`src/event_status_pkg.sv`:
```
package event_status_pkg;

  // ==========================================
  // event bit positions
  localparam int BIT_OP_DONE   = 0;
  localparam int BIT_BUS_CTRL  = 1;
  localparam int BIT_QUERY_ERR = 2;
  localparam int BIT_HW_FAULT  = 3;
  localparam int BIT_EXEC_ERR  = 4;
  localparam int BIT_SYNTAX    = 5;
  localparam int BIT_USER_KEY  = 6;
  localparam int BIT_POWER_ON  = 7;
  localparam int SUMMARY_POS   = 5;

  // ==========================================
  // reset values and error codes
  localparam logic [7:0] STATUS_RESET   = 8'h80;
  localparam logic [7:0] ENABLE_RESET   = 8'h00;
  localparam logic [7:0] CODE_NONE      = 8'h00;
  localparam logic [7:0] CODE_LOCAL     = 8'h15;
  localparam logic [7:0] CODE_PARAMS    = 8'h19;
  localparam logic [7:0] CODE_UNIMPL    = 8'h1a;
  localparam logic [7:0] RESERVED_HIGH  = 8'h00;

  // ==========================================
  // decoded commands and queries
  typedef enum logic [2:0] {
    OP_SET_ENABLE,
    OP_GET_ENABLE,
    OP_GET_STATUS,
    OP_GET_EXEC_ERR,
    OP_OP_COMPLETE,
    OP_GET_KEY,
    OP_GET_PARSER,
    OP_UNKNOWN
  } op_t;

  typedef enum logic {
    ST_IDLE,
    ST_EXEC
  } state_t;

  typedef struct packed {
    op_t        op;
    logic       extra;
    logic [7:0] value;
  } cmd_t;

  typedef struct packed {
    logic       key_press;
    logic [7:0] key_id;
    logic       syntax_err;
    logic [7:0] syntax_code;
    logic       exec_err;
    logic [7:0] exec_code;
    logic       hw_fault;
    logic       query_err;
  } events_t;

endpackage : event_status_pkg

```
`src/answer_buffer.sv`:
```
`timescale 1ns/100ps
module answer_buffer #(
  parameter int WIDTH = 16
) (
  // clock and reset
  input  wire logic             clk_i,
  input  wire logic             rst_n_i,
  // load and flush
  input  wire logic             load_i,
  input  wire logic [WIDTH-1:0] load_data_i,
  input  wire logic             flush_i,
  // reader side
  input  wire logic             read_i,
  output logic                  valid_o,
  output logic [WIDTH-1:0]      data_o,
  // error pulses
  output logic                  empty_read_o,
  output logic                  flushed_o
);

  // elaboration check: an answer must hold at least one byte
  if (WIDTH < 8) begin : g_width_check
    $error("answer_buffer: WIDTH below 8");
  end

  logic             valid_q;
  logic             valid_d;
  logic [WIDTH-1:0] data_q;
  logic [WIDTH-1:0] data_d;

  // ==========================================
  // single answer slot
  always_comb begin
    valid_d = valid_q;
    data_d  = data_q;
    if (read_i || flush_i) begin
      valid_d = 1'b0;
    end
    if (load_i) begin
      valid_d = 1'b1;
      data_d  = load_data_i;
    end
  end

  always_ff @(posedge clk_i or negedge rst_n_i) begin
    if (!rst_n_i) begin
      valid_q <= 1'b0;
      data_q  <= '0;
    end else begin
      valid_q <= valid_d;
      data_q  <= data_d;
    end
  end

  assign valid_o      = valid_q;
  assign data_o       = data_q;
  assign empty_read_o = read_i && !valid_q;
  assign flushed_o    = flush_i && valid_q;

endmodule : answer_buffer

```
`src/event_status_reporting.sv`:
```
`timescale 1ns/100ps
module event_status_reporting (
  // clock and reset
  input  wire logic                      clk_i,
  input  wire logic                      arst_n_i,
  // command port
  input  wire logic                      cmd_valid_i,
  input  wire event_status_pkg::cmd_t    cmd_i,
  output logic                           cmd_ready_o,
  // answer port
  input  wire logic                      rsp_read_i,
  output logic                           rsp_valid_o,
  output logic [15:0]                    rsp_data_o,
  // device events
  input  wire event_status_pkg::events_t events_i,
  input  wire logic                      local_mode_i,
  // status
  output logic                           summary_o
);

  // ==========================================
  // reset release
  logic [1:0] rst_q;
  logic       rst_n;

  always_ff @(posedge clk_i or negedge arst_n_i) begin
    if (!arst_n_i) begin
      rst_q <= 2'b00;
    end else begin
      rst_q <= {rst_q[0], 1'b1};
    end
  end
  assign rst_n = rst_q[1];

  // ==========================================
  // command sequencing
  event_status_pkg::state_t state_q;
  event_status_pkg::state_t state_d;
  event_status_pkg::cmd_t   cmd_q;
  event_status_pkg::cmd_t   cmd_d;
  logic                     ready_q;
  logic                     ready_d;
  logic                     take;
  logic                     exec;

  assign take = cmd_valid_i && ready_q;
  assign exec = (state_q == event_status_pkg::ST_EXEC);

  always_comb begin
    state_d = state_q;
    cmd_d   = cmd_q;
    ready_d = ready_q;
    unique case (state_q)
      event_status_pkg::ST_IDLE: begin
        if (take) begin
          state_d = event_status_pkg::ST_EXEC;
          cmd_d   = cmd_i;
          ready_d = 1'b0;
        end
      end
      event_status_pkg::ST_EXEC: begin
        state_d = event_status_pkg::ST_IDLE;
        ready_d = 1'b1;
      end
    endcase
  end

  always_ff @(posedge clk_i or negedge rst_n) begin
    if (!rst_n) begin
      state_q <= event_status_pkg::ST_IDLE;
      cmd_q   <= '0;
      ready_q <= 1'b1;
    end else begin
      state_q <= state_d;
      cmd_q   <= cmd_d;
      ready_q <= ready_d;
    end
  end

  // ==========================================
  // execution and its error code
  logic       int_err;
  logic [7:0] int_code;
  logic       done_ok;

  always_comb begin
    int_err  = 1'b0;
    int_code = event_status_pkg::CODE_NONE;
    if (exec) begin
      if (cmd_q.op == event_status_pkg::OP_UNKNOWN) begin
        int_err  = 1'b1;
        int_code = event_status_pkg::CODE_UNIMPL;
      end else if (cmd_q.extra) begin
        int_err  = 1'b1;
        int_code = event_status_pkg::CODE_PARAMS;
      end else if (local_mode_i && cmd_q.op == event_status_pkg::OP_SET_ENABLE) begin
        int_err  = 1'b1;
        int_code = event_status_pkg::CODE_LOCAL;
      end
    end
  end
  assign done_ok = exec && !int_err;

  // ==========================================
  // status registers
  logic [7:0] status_q;
  logic [7:0] status_d;
  logic [7:0] enable_q;
  logic [7:0] enable_d;
  logic [7:0] exec_code_q;
  logic [7:0] exec_code_d;
  logic [7:0] key_code_q;
  logic [7:0] key_code_d;
  logic [7:0] parser_code_q;
  logic [7:0] parser_code_d;
  logic       summary_q;
  logic       summary_d;
  logic [7:0] ev;
  logic       rd_status;
  logic       rd_exec;
  logic       rd_key;
  logic       rd_parser;
  logic       empty_read;
  logic       flushed;
  logic       load;
  logic [15:0] load_data;

  assign rd_status = done_ok && cmd_q.op == event_status_pkg::OP_GET_STATUS;
  assign rd_exec   = done_ok && cmd_q.op == event_status_pkg::OP_GET_EXEC_ERR;
  assign rd_key    = done_ok && cmd_q.op == event_status_pkg::OP_GET_KEY;
  assign rd_parser = done_ok && cmd_q.op == event_status_pkg::OP_GET_PARSER;

  always_comb begin
    ev = 8'h00;
    ev[event_status_pkg::BIT_USER_KEY]  = events_i.key_press;
    ev[event_status_pkg::BIT_SYNTAX]    = events_i.syntax_err;
    ev[event_status_pkg::BIT_EXEC_ERR]  = events_i.exec_err || int_err;
    ev[event_status_pkg::BIT_HW_FAULT]  = events_i.hw_fault;
    ev[event_status_pkg::BIT_QUERY_ERR] = events_i.query_err || empty_read || flushed;
    ev[event_status_pkg::BIT_OP_DONE]   = done_ok && cmd_q.op == event_status_pkg::OP_OP_COMPLETE;
  end

  always_comb begin
    // read clears, new events still land
    status_d = (rd_status ? 8'h00 : status_q) | ev;
    status_d[event_status_pkg::BIT_BUS_CTRL] = 1'b0;
    enable_d = (done_ok && cmd_q.op == event_status_pkg::OP_SET_ENABLE) ?
               cmd_q.value : enable_q;
    // latest code, cleared by its read
    exec_code_d = rd_exec ? event_status_pkg::CODE_NONE : exec_code_q;
    if (int_err) begin
      exec_code_d = int_code;
    end else if (events_i.exec_err) begin
      exec_code_d = events_i.exec_code;
    end
    key_code_d = rd_key ? 8'h00 : key_code_q;
    if (events_i.key_press) begin
      key_code_d = events_i.key_id;
    end
    parser_code_d = rd_parser ? 8'h00 : parser_code_q;
    if (events_i.syntax_err) begin
      parser_code_d = events_i.syntax_code;
    end
    // taken from next values, so no lag
    summary_d = |(status_d & enable_d);
  end

  always_ff @(posedge clk_i or negedge rst_n) begin
    if (!rst_n) begin
      status_q      <= event_status_pkg::STATUS_RESET;
      enable_q      <= event_status_pkg::ENABLE_RESET;
      exec_code_q   <= event_status_pkg::CODE_NONE;
      key_code_q    <= 8'h00;
      parser_code_q <= 8'h00;
      summary_q     <= 1'b0;
    end else begin
      status_q      <= status_d;
      enable_q      <= enable_d;
      exec_code_q   <= exec_code_d;
      key_code_q    <= key_code_d;
      parser_code_q <= parser_code_d;
      summary_q     <= summary_d;
    end
  end

  // ==========================================
  // answers
  always_comb begin
    load      = done_ok;
    load_data = 16'h0000;
    unique case (cmd_q.op)
      event_status_pkg::OP_GET_ENABLE:   load_data = {8'h00, enable_q};
      event_status_pkg::OP_GET_STATUS:   load_data = {event_status_pkg::RESERVED_HIGH, status_q};
      event_status_pkg::OP_GET_EXEC_ERR: load_data = {8'h00, exec_code_q};
      event_status_pkg::OP_GET_KEY:      load_data = {8'h00, key_code_q};
      event_status_pkg::OP_GET_PARSER:   load_data = {8'h00, parser_code_q};
      default:                           load = 1'b0;
    endcase
  end

  // new command flushes an unread answer
  answer_buffer #(
    .WIDTH (16)
  ) u_answer (
    .clk_i        (clk_i),
    .rst_n_i      (rst_n),
    .load_i       (load),
    .load_data_i  (load_data),
    .flush_i      (take && !rsp_read_i),
    .read_i       (rsp_read_i),
    .valid_o      (rsp_valid_o),
    .data_o       (rsp_data_o),
    .empty_read_o (empty_read),
    .flushed_o    (flushed)
  );

  assign cmd_ready_o = ready_q;
  assign summary_o   = summary_q;
endmodule : event_status_reporting

```
`config.mk`:
```
export PLATFORM = sky130hd
export DESIGN_NAME = event_status_reporting
export DESIGN_NICKNAME = d
export VERILOG_FILES = /design/src/event_status_pkg.sv /design/src/answer_buffer.sv /design/src/event_status_reporting.sv
export SDC_FILE = /design/constraint.sdc
export NUM_CORES = 1
export LEC_CHECK = 0
export BUFFER_PORTS_ARGS = -buffer_cell sky130_fd_sc_hd__buf_2
export CORE_ASPECT_RATIO = 1.25
export CORE_MARGIN = 3
export CORE_UTILIZATION = 30
export CTS_BUF_LIST = sky130_fd_sc_hd__clkbuf_2 sky130_fd_sc_hd__clkbuf_4 sky130_fd_sc_hd__clkbuf_8
export CTS_CLUSTER_SIZE = 25
export DETAILED_ROUTE_END_ITERATION = 10
export RECOVER_POWER = 25
export SETUP_SLACK_MARGIN = 0.15
export SLEW_MARGIN = 20
export SYNTH_ARGS = -nofsm -noshare
export SYNTH_HDL_FRONTEND = slang
export SYNTH_SLANG_ARGS = --single-unit
```
`constraint.sdc`:
```
create_clock -name clk_i -period 2.8 [get_ports clk_i]
set_clock_uncertainty 0.1 [all_clocks]
set_input_delay 0.14 -clock clk_i [delete_from_list [all_inputs] [get_ports clk_i]]
set_output_delay 0.14 -clock clk_i [all_outputs]
set_load 0.02 [all_outputs]
```
# Yosys cells after proc, flatten, opt, wreduce, memory -nomap -nowiden
# Cells that the tools add are included.
# totals
regBits	73
out_inout_bits	19
elab_cells	77
# op_classes
n_eq_ne	8
n_mux	25
bitwise	3
reduce_logical	27
# ops
cell	count
$mux W8	9
$pmux W8 S5	1
$mux W5	4
$eq A3 B3 Y1 const B	4
$logic_and A1 B1 Y1	12
$mux W1	9
$and A8 B8 Y8	1
$or A8 B7 Y8	1
$reduce_or A8 Y1	1
$eq A3 B2 Y1 const B	2
$reduce_bool A2 Y1	3
$reduce_or A5 Y1	1
$logic_or A1 B1 Y1	4
$pmux W1 S2	2
$eq A3 B1 Y1 const B	1
$logic_not A1 Y1	3
$logic_not A3 Y1	1
$reduce_bool A3 Y1	1
$ne A2 B2 Y1 const B	1
$reduce_and A2 Y1	1
$not A1 Y1	1

# Logic depth before layout (Yosys ltp)
# logic_depth
depth_word	13
depth_mapped	7

# Modules after synthesis
# Synthesis repeated with hierarchy kept, for this count alone.
# unflattened
cells_unflattened	287
hier_area_um2	3276.9
# by_module_without_submodules
module	instances	cells_per_inst	area_each_um2	seq_area_each_um2
event_status_reporting	1	248	2580.0	1403.8
answer_buffer	1	39	696.9	425.4

# Worst setup path after synthesis
# OpenSTA, ideal clock, no wires.
# synth_timing
path_type	register to register
startpoint	reg cmd_q[8] (netlist name)
endpoint	reg summary_q (netlist: summary_o)
setup_time_ns	0.139
arrival_time_ns	1.896
required_ns	2.561
setup_slack_ns	0.666
stages_incl_launch_ff	7
path_buffers	1
path_cell_list	dfrtp_1 nand2b_4 or4b_4 buf_6 mux2_4 a222oi_1 nand3_1
# synth_lines
item	line	rtl
from (decl)	event_status_reporting.sv:39	event_status_pkg::cmd_t cmd_q;
from (signal assigned)	event_status_reporting.sv:75	cmd_q <= cmd_d;
$mux W1	event_status_reporting.sv:93	end else if (cmd_q.extra) begin
$mux W1	event_status_reporting.sv:90	if (cmd_q.op == event_status_pkg::OP_UNKNOWN) begin
$mux W1	event_status_reporting.sv:89	if (exec) begin
$logic_not A1 Y1	event_status_reporting.sv:102	assign done_ok = exec && !int_err;
$logic_and A1 B1 Y1	event_status_reporting.sv:102	
$logic_and A1 B1 Y1	event_status_reporting.sv:147	enable_d = (done_ok && cmd_q.op == event_status_pkg::OP_SET_ENABLE) ?
$mux W8	event_status_reporting.sv:147	
net enable_d[5]	event_status_reporting.sv:109	logic [7:0] enable_d;
$and A8 B8 Y8	event_status_reporting.sv:165	summary_d = |(status_d & enable_d);
$reduce_or A8 Y1	event_status_reporting.sv:165	
net summary_d	event_status_reporting.sv:117	logic summary_d;
to (signal assigned)	event_status_reporting.sv:182	summary_q <= summary_d;
to (decl)	event_status_reporting.sv:116	logic summary_q;
# The timed path passes the listed nets, and every way through them passes these cells.
# A chain may end at the register's enable or synchronous reset.

# Worst setup path after layout
# layout_timing
startpoint	reg cmd_q[9] (netlist name)
endpoint	reg summary_q (netlist: summary_o)
# layout_via
elab_chain_len	13
# layout_rtl
item	line	rtl
$logic_not A3 Y1	event_status_reporting.sv:96	end else if (local_mode_i && cmd_q.op == event_status_pkg::OP_SET_ENABLE) begin
$logic_and A1 B1 Y1	event_status_reporting.sv:96	
$mux W1	event_status_reporting.sv:96	
$mux W1	event_status_reporting.sv:93	
$mux W1	event_status_reporting.sv:90	
$mux W1	event_status_reporting.sv:89	
$logic_not A1 Y1	event_status_reporting.sv:102	
$logic_and A1 B1 Y1	event_status_reporting.sv:102	
$logic_and A1 B1 Y1	event_status_reporting.sv:128	assign rd_status = done_ok && cmd_q.op == event_status_pkg::OP_GET_STATUS;
$mux W8	event_status_reporting.sv:145	status_d = (rd_status ? 8'h00 : status_q) | ev;
$or A8 B7 Y8 (*)	event_status_reporting.sv:145	
net status_d[4]	event_status_reporting.sv:107	logic [7:0] status_d;
$and A8 B8 Y8 (*)	event_status_reporting.sv:165	
$reduce_or A8 Y1 (*)	event_status_reporting.sv:165	
net summary_d	event_status_reporting.sv:117	
# The timed path passes the listed nets; every way through them passes the cells marked *.

==> results.md <==
- Outcome: complete, but fails checks
- Failing checks: capacitance limit, slew limit
- Worst-skew pair later-pin latency: 0.33 ns
- Clock share of power: 38.9%
- Gr usage total: a little over an eighth
- Internal power: 1.45 mW
- Asr flop ratio synth: 100%
- IO Count: 65
- CTS Buffer Depth: 2
- Critical path, cell by cell: nand2b_1, or3_1, a211o_1, a222oi_1, nand3_1
- Crit end category: flop
- Power Density: 493 nW/µm²
- Mapped Cells: 232
- Reg2reg path depth: 5
- Vias/cell: 4.72
- Total grt overflow: 0
- CP max stage cell: dfrtp_1
- Die area: 10700 µm²
- R2r setup slk: between 0.4 and 0.5 ns
- Final period utilization: between 80% and 90%
- Remaining DRCs: 0
- Worst setup margin: 0.493 ns
- Slew HR: -3.01%
- Hold Crit Class: input port to flop
- Port-buffer cells: 56
- Delay-heaviest family, CP: simple AND/OR/NAND/NOR gates
- Sw Pwr: approximately 420 µW
- YS warnings: 0
- P&R area growth vs syn: 32.7%
- Net Sw Frac: 22.2%
- R2R Path End: summary_o
- Final Critical Period: approximately 2.3 ns
- Critical Path AT: 2.41 ns
- # H-tree levels: 3
- RSZ-0062 raised after global routing: false
- Via Count: 2158
- Antenna violations before repair: 0
- Post-Route Setup TNS: 0 ns
- Peak VDD IR: 0.245 mV
- Dpl ws: 0.474 ns
- N_diodes: 0
- Worst-path fanout max: 11
- Final #Nets: 375
- Max cap viols: 1
- Largest net degree at the start of global routing: 64
- Hold path start: events_i[2]
- Drt first pass iters: 4
- Worst stage delay on the critical path: 0.50 ns
- Syn Area/Cell: 12.3 µm²
- Max-slew violations: 64
- WP buf/inv: 0
- Post-synth top flop: dfrtp_1
- Hold path endpoint: exec_code_q[0]
- Pleak: roughly 1.8 nW
- FP Rows: 39
- Combinational power share: 8.1%
- # setup viols final: 0
- FMAX: 0.433 GHz
- Placer Congestion: between 0.7 and 0.8
- Initial Utilization: 31.0%
- Critical Path Stages: 5
- Critical path launch point type: flop
- CTS root buffer: clkbuf_8
- Worst Tran Pin Value: roughly 1.5 ns
- Number of flops mapped to enable cells by yosys: 0
- Worst Path Required: about 2.9 ns
- Final Hold Vio Count: 0
- Post-synthesis instance area: 2860 µm²
- Total CTS buffers: 9
- #FFs+latches synth: 65
- Worst hold stages: 3
- 1st-iter DRT viols: 113
- Share of cells above drive strength 1: 28.7%
- Seq pwr share: 53.0%
- First-pass GRT wire length: 10700 µm
- Yosys cell types: 44
- DPL Wire Length: between 4000 and 5000 µm
- Fill cell count: 899
- Crit Reg-Reg Startpoint: cmd_q[9]
- Vias in the first global route: 2090
- CTS tree: yes
- WL/cell: approximately 15 µm
- Reg clk slew, reported paths: ~0.070 ns
- Crit Path Class: flop to flop
- Clock Sinks: 65
- Drt total wl: 6780 µm
- Sequential-to-total area share from yosys stat: 57.0%
- Die Width: a little over 90 µm
- Die Y-Extent: about 120 µm
- Core Region: between 9000 and 10000 µm²
- Antenna viol nets, final: 0
==> cells in the mapped netlist (all sizes together), types with 3 or more instances <==
| cell | count | area share (%) |
|---|---|---|
| nand2b | 3 | 0.92 |
| a22o | 20 | 6.1 |
| buf | 17 | 3.8 |
| o22ai | 7 | 1.5 |
| nor2 | 13 | 1.8 |
| a31oi | 3 | 0.66 |
| a21o | 6 | 1.6 |
| a21oi | 14 | 2.4 |
| mux2i | 12 | 4.2 |
| clkbuf | 4 | 0.52 |
| mux2 | 21 | 8.8 |
| a222oi | 3 | 1.0 |
| nand2 | 8 | 1.0 |
| dfrtp | 63 | 55 |
| o21ai | 3 | 0.52 |
| and2 | 4 | 0.87 |
| inv | 4 | 0.52 |
==> metrics by stage <==
step / std cells / instance area, µm² / total power, mW / utilization, % / hold WS (ns)
after floorplan: 239 / 2890 / 1.07 / - / -0.256
after global placement: 403 / 3240 / 1.12 / 35.2 / -0.174
after detailed placement: 403 / 3240 / 1.12 / 35.2 / -0.173
after CTS: 457 / 3810 / 1.90 / 41.3 / 0.00882
after global routing: 457 / 3800 / 1.96 / 41.2 / 0.0262
final: 457 / 3800 / 1.87 / 41.2 / 0.0346
==> worst reg2reg max path: stages, from the launching register on <==
cell and delay [ns]:
dfrtp_1 0.50, nand2b_1 0.30, or3_1 0.49, a211o_1 0.35
a222oi_1 0.35, nand3_1 0.10
==> what timing repair did <==
action / in CTS / in global routing
endpoints found under the hold margin: 38 / 0
buffers inserted: 0 / 0
hold buffers: 38 / 0
resized for setup: 0 / 0
==> power groups by stage <==
stage | Clock [mW] | Combinational (mW) | Sequential (mW)
after floorplan | 0 | 0.0589 | 1.01
after global placement | 0 | 0.113 | 1.01
after detailed placement | 0 | 0.114 | 1.01
after CTS | 0.757 | 0.155 | 0.992
after global routing | 0.800 | 0.169 | 0.994
final | 0.728 | 0.151 | 0.992
==> layout by cell type (no fill, tap or decap), types with 3 or more instances in the layout <==
master and count:
o22ai_1 7, a22o_1 20, and2_1 4, a21o_1 6, a222oi_1 3, nand2_1 8, buf_4 5, clkbuf_1 10
dfrtp_1 62, conb_1 9, mux2i_1 12, clkbuf_4 3, mux2_4 4, o21ai_0 3, a21oi_1 14, a31oi_1 3
inv_1 4, nor2_1 12, clkbuf_8 11, dlygate4sd3_1 38, mux2_2 17, buf_2 46
==> layout make-up <==
| cell class | instances | area [µm²] | share of cell area [%] |
|---|---|---|---|
| clock buffer | 14 | 174 | 4.58 |
| clock inverter | 2 | 12.5 | 0.330 |
| inverter | 4 | 15.0 | 0.396 |
| multi-input combinational | 149 | 1120 | 29.5 |
| sequential | 65 | 1630 | 42.9 |
| tap | 123 | 154 | 4.05 |
| timing repair buffer | 100 | 691 | 18.2 |
==> cell families after synthesis <==
kind of cell           count (synthesis)  synth area share (%)
and+or+nand+nor                       38                  7.17
AOI/OAI and AO/OA                     69                  17.8
other                                  2                 0.263
DFF                                   65                  57.0
buffers and inverters                 25                  4.81
muxes                                 33                  13.0
==> layer usage <==
metal | vias to the layer above | global-route usage, % | wire (µm)
met5 | - | 0 | 0
met4 | 0 | 6.16 | 123
met3 | 10 | 2.62 | 330
met2 | 59 | 21.2 | 3340
met1 | 1053 | 17.1 | 2990
li1 | 1036 | - | -
==> worst max-delay path by stage <==
stage,startpoint,to,slack (ns)
finish,cmd_q[9],summary_o,0.49
global route,exec,summary_o,0.38
CTS,cmd_q[9],summary_o,0.49
detailed placement,cmd_q[9],summary_o,0.47
global placement,cmd_q[9],summary_o,0.55
floorplan,cmd_q[8],summary_o,0.67
==> sequential cells by signal, summed over array words and instances (netlist names) <==
register,flops
status_q,7
exec,1
key_code_q,8
parser_code_q,8
cmd_q,12
u_answer.data_o,8
u_answer.valid_o,1
summary_o,1
enable_q,8
cmd_ready_o,1
rst_q,2
exec_code_q,8
No activity file was read; power rests on OpenSTA's default activity.
